File: src/inc/irq_group2_regs.vh
// Register indices, reset values and field positions of the group-2 interrupt priority block.
`ifndef IRQ_GROUP2_REGS_VH
`define IRQ_GROUP2_REGS_VH

// Register indices; the byte address on the bus is four times the index.
`define IDX_GROUP1_ENABLE_HIGH 14'h0FC4
`define IDX_GROUP1_ENABLE_LOW 14'h0FC5
`define IDX_GROUP2_ENABLE_HIGH 14'h0FC7
`define IDX_GROUP2_ENABLE_LOW 14'h0FC8
`define IDX_PIN_EDGE_POLARITY 14'h0FCD
`define IDX_PIN_PORT_CHOICE 14'h0FCE
`define IDX_IRQ_CONTROL 14'h0FCF
`define IDX_IRQ_STATUS 14'h0FD0
`define IDX_IRQ_MASK 14'h0FD1

// Reset values.
`define RST_ENABLE 8'h00
`define RST_EDGE 8'h00
`define RST_PORT 8'h00
`define RST_MASTER 1'b0
`define RST_STATUS 16'h0000
`define RST_MASK 16'h0000

// Field positions.
`define MASTER_EN_BIT 7
`define SRC_PIN_LSB 0
`define SRC_GROUP2_LSB 8

// Priority levels.
`define LEVEL_OFF 2'h0
`define LEVEL_LOW 2'h1
`define LEVEL_NOMINAL 2'h2
`define LEVEL_HIGH 2'h3

`endif

File: src/rtl/pin_edge_detect.v
// Pin synchroniser, port selection and edge detector for the eight shared pin sources.
`timescale 1ns/1ps
module pin_edge_detect (
    // Clock and reset
    input wire pclk,
    input wire presetn,
    // Pins from outside the clock domain
    input wire [7:0] porta_pin_x,
    input wire [7:0] portd_pin_x,
    // Controls
    input wire [7:0] port_choice_bit,
    input wire [7:0] edge_polarity_bit,
    // One-cycle request per detected edge
    output wire [7:0] pin_evt
);
    reg [7:0] a_meta_ff;
    reg [7:0] a_sync_ff;
    reg [7:0] d_meta_ff;
    reg [7:0] d_sync_ff;
    reg [7:0] prev_ff;
    wire [7:0] sel_pin;

    always @(posedge pclk or negedge presetn)
    begin
        if (!presetn)
        begin
            a_meta_ff <= 8'h00;
            a_sync_ff <= 8'h00;
            d_meta_ff <= 8'h00;
            d_sync_ff <= 8'h00;
            prev_ff <= 8'h00;
        end
        else
        begin
            a_meta_ff <= porta_pin_x;
            a_sync_ff <= a_meta_ff;
            d_meta_ff <= portd_pin_x;
            d_sync_ff <= d_meta_ff;
            prev_ff <= sel_pin;
        end
    end

    // Changing the port choice while the two pins differ looks like an edge to this logic.
    genvar g;
    generate
        for (g = 0; g < 8; g = g + 1)
        begin : g_pin
            assign sel_pin[g] = port_choice_bit[g] ? d_sync_ff[g] : a_sync_ff[g];
            assign pin_evt[g] = edge_polarity_bit[g] ? (sel_pin[g] & ~prev_ff[g])
                                                     : (~sel_pin[g] & prev_ff[g]);
        end
    endgenerate
endmodule // pin_edge_detect

File: src/rtl/prio_arbiter.v
// Picks the pending source with the highest enabled priority level.
`timescale 1ns/1ps
`include "irq_group2_regs.vh"
module prio_arbiter (
    // Pending and enable pairs, one bit per source
    input wire [15:0] pend,
    input wire [15:0] en_hi,
    input wire [15:0] en_lo,
    // Winner
    output reg win_valid,
    output reg [1:0] win_level,
    output reg [3:0] win_idx
);
    integer i;
    reg [1:0] lvl;

    // Scanning downward with >= lets the lowest index win among equal levels.
    always @*
    begin
        win_valid = 1'b0;
        win_level = `LEVEL_OFF;
        win_idx = 4'h0;
        lvl = `LEVEL_OFF;
        for (i = 15; i >= 0; i = i - 1)
        begin
            lvl = {en_hi[i], en_lo[i]};
            if (pend[i] && (lvl != `LEVEL_OFF) && (lvl >= win_level))
            begin
                win_valid = 1'b1;
                win_level = lvl;
                win_idx = i[3:0];
            end
        end
    end
endmodule // prio_arbiter

File: src/rtl/irq_group2_priority_and_port_select.v
// Group-2 interrupt priority, pin port and edge selection block with an APB register slave.
//
// Decided for this implementation: the APB register port.
`timescale 1ns/1ps
`include "irq_group2_regs.vh"
module irq_group2_priority_and_port_select (
    // Clock and reset
    input wire pclk,
    input wire presetn,
    // APB slave
    input wire psel,
    input wire penable,
    input wire pwrite,
    input wire [15:0] paddr,
    input wire [31:0] pwdata,
    output wire [31:0] prdata,
    output wire pready,
    output wire pslverr,
    // Group-2 source events from same-clock peripherals
    input wire timer4_evt,
    input wire uart2_rx_evt,
    input wire uart2_tx_evt,
    input wire dma_evt,
    input wire [3:0] portc_evt,
    // Shared interrupt pins
    input wire [7:0] porta_pin_x,
    input wire [7:0] portd_pin_x,
    // Core request and acknowledge
    output wire core_req,
    output wire [1:0] core_req_level,
    output wire [3:0] core_req_src,
    input wire core_ack,
    // Summary interrupt
    output wire irq_out
);
    reg [7:0] group1_enable_high_ff;
    reg [7:0] group1_enable_low_ff;
    reg [7:0] group2_enable_high_ff;
    reg [7:0] group2_enable_low_ff;
    reg [7:0] pin_edge_polarity_ff;
    reg [7:0] pin_port_choice_ff;
    reg master_irq_enable_ff;
    reg [15:0] status_ff;
    reg [15:0] mask_ff;
    reg [31:0] prdata_ff;
    reg pready_ff;
    reg pslverr_ff;
    reg core_req_ff;
    reg [1:0] core_req_level_ff;
    reg [3:0] core_req_src_ff;
    reg irq_out_ff;

    reg [15:0] nxt_status;
    reg nxt_master;
    reg [31:0] rd_value;
    reg rd_hit;

    wire [13:0] reg_idx;
    wire access;
    wire wr_en;
    wire status_wr;
    wire ctl_wr;
    wire ack_take;
    wire [7:0] pin_evt;
    wire [7:0] group2_evt;
    wire [15:0] all_evt;
    wire [15:0] all_hi;
    wire [15:0] all_lo;
    wire [15:0] ack_clr;
    wire win_valid;
    wire [1:0] win_level;
    wire [3:0] win_idx;

    assign reg_idx = paddr[15:2];
    assign access = psel & penable;
    assign wr_en = access & pready_ff & pwrite;
    // Writes land only in the cycle that pready stands, so each strobe is one cycle long.
    assign status_wr = wr_en & (reg_idx == `IDX_IRQ_STATUS);
    assign ctl_wr = wr_en & (reg_idx == `IDX_IRQ_CONTROL);
    assign ack_take = core_ack & core_req_ff;

    // Group-2 event order matches the enable bit layout.
    assign group2_evt = {timer4_evt, uart2_rx_evt, uart2_tx_evt, dma_evt, portc_evt};

    pin_edge_detect u_pin_edge_detect (
        .pclk(pclk),
        .presetn(presetn),
        .porta_pin_x(porta_pin_x),
        .portd_pin_x(portd_pin_x),
        .port_choice_bit(pin_port_choice_ff),
        .edge_polarity_bit(pin_edge_polarity_ff),
        .pin_evt(pin_evt)
    );

    // Pins sit in the low byte and use the group-1 pairs.
    assign all_evt = {group2_evt, pin_evt};
    assign all_hi = {group2_enable_high_ff, group1_enable_high_ff};
    assign all_lo = {group2_enable_low_ff, group1_enable_low_ff};

    prio_arbiter u_prio_arbiter (
        .pend(status_ff),
        .en_hi(all_hi),
        .en_lo(all_lo),
        .win_valid(win_valid),
        .win_level(win_level),
        .win_idx(win_idx)
    );

    // Acknowledge retires the source that was on offer to the core.
    assign ack_clr = ack_take ? (16'h0001 << core_req_src_ff) : 16'h0000;

    // Status: a new event wins over a clear in the same cycle.
    always @*
    begin
        nxt_status = status_ff & ~ack_clr;
        if (status_wr)
        begin
            nxt_status = nxt_status & ~pwdata[15:0];
        end
        nxt_status = nxt_status | all_evt;
    end

    // Master enable: the acknowledge clear wins over a software set.
    always @*
    begin
        nxt_master = master_irq_enable_ff;
        if (ctl_wr)
        begin
            nxt_master = pwdata[`MASTER_EN_BIT];
        end
        if (ack_take)
        begin
            nxt_master = 1'b0;
        end
    end

    // Read mux; unused upper bits read as zero.
    always @*
    begin
        rd_value = 32'h00000000;
        rd_hit = 1'b1;
        case (reg_idx)
            `IDX_GROUP1_ENABLE_HIGH:
            begin
                rd_value[7:0] = group1_enable_high_ff;
            end
            `IDX_GROUP1_ENABLE_LOW:
            begin
                rd_value[7:0] = group1_enable_low_ff;
            end
            `IDX_GROUP2_ENABLE_HIGH:
            begin
                rd_value[7:0] = group2_enable_high_ff;
            end
            `IDX_GROUP2_ENABLE_LOW:
            begin
                rd_value[7:0] = group2_enable_low_ff;
            end
            `IDX_PIN_EDGE_POLARITY:
            begin
                rd_value[7:0] = pin_edge_polarity_ff;
            end
            `IDX_PIN_PORT_CHOICE:
            begin
                rd_value[7:0] = pin_port_choice_ff;
            end
            `IDX_IRQ_CONTROL:
            begin
                rd_value[`MASTER_EN_BIT] = master_irq_enable_ff;
            end
            `IDX_IRQ_STATUS:
            begin
                rd_value[15:0] = status_ff;
            end
            `IDX_IRQ_MASK:
            begin
                rd_value[15:0] = mask_ff;
            end
            default:
            begin
                rd_hit = 1'b0;
            end
        endcase
    end

    // Bus handshake: one wait cycle, so every access completes in its second access cycle.
    always @(posedge pclk or negedge presetn)
    begin
        if (!presetn)
        begin
            pready_ff <= 1'b0;
            prdata_ff <= 32'h00000000;
            pslverr_ff <= 1'b0;
        end
        else
        begin
            if (access && !pready_ff)
            begin
                pready_ff <= 1'b1;
                pslverr_ff <= ~rd_hit;
                prdata_ff <= pwrite ? 32'h00000000 : rd_value;
            end
            else
            begin
                pready_ff <= 1'b0;
                pslverr_ff <= 1'b0;
                prdata_ff <= 32'h00000000;
            end
        end
    end

    // Software-written configuration.
    always @(posedge pclk or negedge presetn)
    begin
        if (!presetn)
        begin
            group1_enable_high_ff <= `RST_ENABLE;
            group1_enable_low_ff <= `RST_ENABLE;
            group2_enable_high_ff <= `RST_ENABLE;
            group2_enable_low_ff <= `RST_ENABLE;
            pin_edge_polarity_ff <= `RST_EDGE;
            pin_port_choice_ff <= `RST_PORT;
            mask_ff <= `RST_MASK;
        end
        else if (wr_en)
        begin
            case (reg_idx)
                `IDX_GROUP1_ENABLE_HIGH:
                begin
                    group1_enable_high_ff <= pwdata[7:0];
                end
                `IDX_GROUP1_ENABLE_LOW:
                begin
                    group1_enable_low_ff <= pwdata[7:0];
                end
                `IDX_GROUP2_ENABLE_HIGH:
                begin
                    group2_enable_high_ff <= pwdata[7:0];
                end
                `IDX_GROUP2_ENABLE_LOW:
                begin
                    group2_enable_low_ff <= pwdata[7:0];
                end
                `IDX_PIN_EDGE_POLARITY:
                begin
                    pin_edge_polarity_ff <= pwdata[7:0];
                end
                `IDX_PIN_PORT_CHOICE:
                begin
                    pin_port_choice_ff <= pwdata[7:0];
                end
                `IDX_IRQ_MASK:
                begin
                    mask_ff <= pwdata[15:0];
                end
                default:
                begin
                    mask_ff <= mask_ff;
                end
            endcase
        end
    end

    // Pending state and master enable.
    always @(posedge pclk or negedge presetn)
    begin
        if (!presetn)
        begin
            status_ff <= `RST_STATUS;
            master_irq_enable_ff <= `RST_MASTER;
        end
        else
        begin
            status_ff <= nxt_status;
            master_irq_enable_ff <= nxt_master;
        end
    end

    // Registered request to the core and the summary interrupt.
    always @(posedge pclk or negedge presetn)
    begin
        if (!presetn)
        begin
            core_req_ff <= 1'b0;
            core_req_level_ff <= `LEVEL_OFF;
            core_req_src_ff <= 4'h0;
            irq_out_ff <= 1'b0;
        end
        else
        begin
            // The request drops the cycle after an acknowledge, since master enable clears.
            core_req_ff <= win_valid & nxt_master & ~(|(ack_clr & (16'h0001 << win_idx)));
            core_req_level_ff <= win_level;
            core_req_src_ff <= win_idx;
            // Taking the next status lets irq_out rise together with the status bit.
            irq_out_ff <= |(nxt_status & mask_ff);
        end
    end

    assign prdata = prdata_ff;
    assign pready = pready_ff;
    assign pslverr = pslverr_ff;
    assign core_req = core_req_ff;
    assign core_req_level = core_req_level_ff;
    assign core_req_src = core_req_src_ff;
    assign irq_out = irq_out_ff;
endmodule // irq_group2_priority_and_port_select

File: config.mk
export PLATFORM = sky130hd
export DESIGN_NAME = irq_group2_priority_and_port_select
export DESIGN_NICKNAME = d
export VERILOG_FILES = /design/src/rtl/pin_edge_detect.v /design/src/rtl/prio_arbiter.v /design/src/rtl/irq_group2_priority_and_port_select.v
export VERILOG_INCLUDE_DIRS = /design/src /design/src/inc
export SDC_FILE = /design/constraint.sdc
export NUM_CORES = 1
export LEC_CHECK = 0
export ABC_CLOCK_PERIOD_IN_PS = 21400
export BUFFER_PORTS_ARGS = -buffer_cell sky130_fd_sc_hd__buf_2
export CAP_MARGIN = 20
export CORE_AREA = 2 2 167 169
export CTS_CLUSTER_SIZE = 30
export DETAILED_ROUTE_END_ITERATION = 7
export DIE_AREA = 0 0 169 171
export GPL_ROUTABILITY_DRIVEN = 0
export GPL_TIMING_DRIVEN = 0
export PLACE_DENSITY = 0.54
export SYNTH_ARGS = -nofsm -noshare
export SYNTH_HDL_FRONTEND = slang
export SYNTH_HIERARCHICAL = 1
export SYNTH_SLANG_ARGS = --single-unit
export TNS_END_PERCENT = 10
File: constraint.sdc
create_clock -name pclk -period 21.4 [get_ports pclk]
set_input_delay 2.14 -clock pclk [delete_from_list [all_inputs] [get_ports pclk]]
set_output_delay 2.14 -clock pclk [all_outputs]
set_load 0.1 [all_outputs]
==> results_dict.tcl <==
set metrics [dict create \
    cts_tree "done" \
    area_delta_synth_final_pct 19.29 \
    critPathBufInv 1 \
    num_io_pins 120 \
    cp_max_fo 9 \
    final_antenna_net_count 0 \
    overflow 0 \
    drt-met1-wl_mm 10.63 \
    vias 6217 \
    tightest_slew_ns 0.7820 \
    seqPwrFrac_pct 44.9 \
    seq_area_frac_synth_pct 46.11 \
    design_area_um2 9517 \
    cts_num_sinks 147 \
    synth_cell_types 79 \
    drc_errors 0 \
    insertion_delay_ns 0.43 \
    clkPwrFrac_pct 48.0 \
    finalHoldViolations 0 \
    irDropWorstVdd_v 0.00005216 \
    power.leakage_nw 4.346 \
    drive_above_1_share_pct 26.42 \
    cpPeakStageDelay_ns 0.46 \
    met2WireLength_mm 11.54 \
    setup_viol 0 \
    initial_core_util_pct 29.20 \
    crit_required_ns 21.71 \
    chipWidth_um 169 \
    syn_area_um2 7978 \
    slew_headroom_pct 47.87 \
    grt_max_degree 82 \
    routed-wl-met3_um 869 \
    cts_setup_buffers 0 \
    grt_pass1_wl_mm 36.69 \
    routed.top_layer "met4" \
    min_period_ns 18.98 \
    htree_num_levels 4 \
    sw_frac_of_total_pct 25.25 \
    holdCritPathClass "flip-flop to flip-flop" \
    numCtsBuffers 17 \
    antennaDiodeCount 0 \
    fin_cells 1190 \
    dpl.hpwl_mm 18.01 \
    dpl.cell_count 1159 \
    vias_per_cell 5.224 \
    clock_path_buffers 2 \
    first_pass_iters 5 \
    netlist_instances 712 \
    p_int_w 0.0004716 \
    synth_area_leader_cell "dfrtp_1" \
    crit_top_cell "ha_1" \
    synth_area_leaders "dfrtp_1 46%, mux2_2 5.6%, mux2_1 3.4%" \
    p_comb_share_pct 7.1 \
    power_density_nw_per_um2 66.30 \
    cap_violations 0 \
    drt_iter0_drc 523 \
    drt-wirelength-per-cell_um 19.92 \
    cts_hold_buf 0 \
    synthArstFlopShare_pct 100.0 \
    die_height_um 171 \
    cts_resized 0 \
    synthFlopType "dfrtp_1" \
    finalClockSkew_ns 0.008971 \
    fin_util_pct 34.83 \
    rsz0062_at_grt "no" \
    path_clk_slew_ns 0.07 \
    grtUsageTotal_pct 16.87 \
    root_buffer "clkbuf_16" \
    ys_warn_count 6 \
    final_nets 927 \
    antenna_found_initial 0 \
    fp.coreArea_um2 27320 \
    totalWireLength_mm 23.71 \
    setup_tns_ns 0 \
    numPortBuffers 85 \
    final_common_cell "dfrtp_1" \
    dpl-instance-area_um2 8926 \
    drv_slew 0 \
    whs_ns 0.3470 \
    mostFrequentLayoutCells "147 x dfrtp_1, 88 x buf_2, 51 x nand2_1, 40 x mux2_2, 37 x nand2b_1" \
    start_kind "flip-flop" \
    p_switching_w 0.0001593 \
    die-area_um2 28900 \
    first_global_vias 6180 \
    synth.top_cell.area_share_pct 46.11 \
    run_status "complete, no violations" \
    avgSynthCellArea_um2 11.20 \
    synth_edf_count 0 \
    synth_seq_cells 147 \
    crit_family "compound AO/OA/AOI/OAI gates" \
    period_share_pct 88.68 \
    worstPathArrival_ns 19.29 \
    max_freq_mhz 52.70 \
    placementRows 61 \
    cp_slowest_cell "dfrtp_1" \
    path_class "flip-flop to flip-flop" \
    cp-end-kind "flip-flop" \
]
-- power groups by stage --
stage / logic, W / clock network (W) / registers (W)
floorplan: 0.0000240 / 0 / 0.000290
global placement: 0.0000445 / 0 / 0.000288
detailed placement: 0.0000453 / 0 / 0.000288
CTS: 0.0000454 / 0.000308 / 0.000283
global route: 0.0000478 / 0.000319 / 0.000283
finish: 0.0000449 / 0.000303 / 0.000283
-- path summary, 6_finish.rpt --
check                                                               from                                  endpoint  slack [ns]  depth (start not counted)
worst max-delay path                             status_ff[15]$_DFF_PN0_                        core_req$_DFF_PN0_        2.42                         91
worst min-delay path            u_pin_edge_detect/a_meta_ff[2]$_DFF_PN0_  u_pin_edge_detect/a_sync_ff[2]$_DFF_PN0_        0.35                          0
worst max register to register                   status_ff[15]$_DFF_PN0_                        core_req$_DFF_PN0_        2.42                         91
worst min register to register  u_pin_edge_detect/a_meta_ff[2]$_DFF_PN0_  u_pin_edge_detect/a_sync_ff[2]$_DFF_PN0_        0.35                          0
max in group asynchronous                                        presetn                    status_ff[0]$_DFF_PN0_       18.86                          2
min in group asynchronous                                        presetn  u_pin_edge_detect/a_meta_ff[1]$_DFF_PN0_        1.70                          1
-- final cells by class --
cell class | count | area, um^2
clock buffer | 19 | 442.9
multi-input combinational | 519 | 4039
clock inverter | 12 | 147.6
buffer | 36 | 222.7
sequential | 147 | 3679
fill | 2786 | 17810
tap | 346 | 432.9
inverter | 25 | 93.84
timing repair buffer | 86 | 459.2
-- metal layers --
metal | track usage, % | up-vias
li1 | - | 2897
met1 | 21.26 | 3125
met2 | 28.80 | 161
met3 | 2.961 | 34
met4 | 6.763 | 0
met5 | 0 | -
-- flip-flops by register name, indices dropped and copies added (netlist names) --
register,flops
group1_enable_low_ff,8
master_irq_enable_ff,1
core_req_level,2
pready,1
prdata,16
group1_enable_high_ff,8
u_pin_edge_detect/d_sync_ff,8
mask_ff,16
u_pin_edge_detect/a_sync_ff,8
pslverr,1
core_req,1
status_ff,16
u_pin_edge_detect/d_meta_ff,8
group2_enable_high_ff,8
u_pin_edge_detect/prev_ff,8
pin_edge_polarity_ff,8
pin_port_choice_ff,8
irq_out,1
u_pin_edge_detect/a_meta_ff,8
group2_enable_low_ff,8
core_req_src,4
-- kinds of logic after synthesis --
kind of cell | synth area share [%]
muxes | 14.99
and+or+nand+nor | 16.50
AOI/OAI and AO/OA | 15.46
other | 0.04701
DFF | 46.11
buffers and inverters | 3.968
adders and majority gates | 2.917
-- Yosys cell counts, types with 4 or more instances --
| cell type | number |
|---|---|
| inv_1 | 25 |
| buf_2 | 4 |
| buf_4 | 18 |
| mux2_4 | 17 |
| mux2_2 | 40 |
| nor3_1 | 6 |
| nand2b_1 | 37 |
| nand4_1 | 11 |
| nor4_1 | 4 |
| nor2b_1 | 7 |
| a221oi_1 | 4 |
| and2_1 | 11 |
| o31a_1 | 4 |
| o21ai_0 | 21 |
| a32o_1 | 4 |
| o21ai_1 | 5 |
| nand4b_1 | 8 |
| nor2_1 | 26 |
| a22o_1 | 7 |
| a222oi_1 | 9 |
| and3_1 | 8 |
| a21oi_1 | 17 |
| nand3_1 | 17 |
| mux2i_1 | 22 |
| a31oi_1 | 15 |
| clkbuf_1 | 10 |
| nand3b_1 | 13 |
| ha_1 | 17 |
| o32a_1 | 11 |
| o21bai_1 | 10 |
| dfrtp_1 | 147 |
| mux2_1 | 24 |
| o21a_1 | 12 |
| nand2_1 | 51 |
-- stage by stage --
step,total power (W),worst slack [ns]
2_1_floorplan,0.0003137,4.626
3_3_place_gp,0.0003327,2.817
3_5_place_dp,0.0003336,2.586
4_1_cts,0.0006365,2.489
5_1_grt,0.0006498,0.8337
6_report,0.0006309,2.423
No activity file was read; power rests on OpenSTA's default activity.
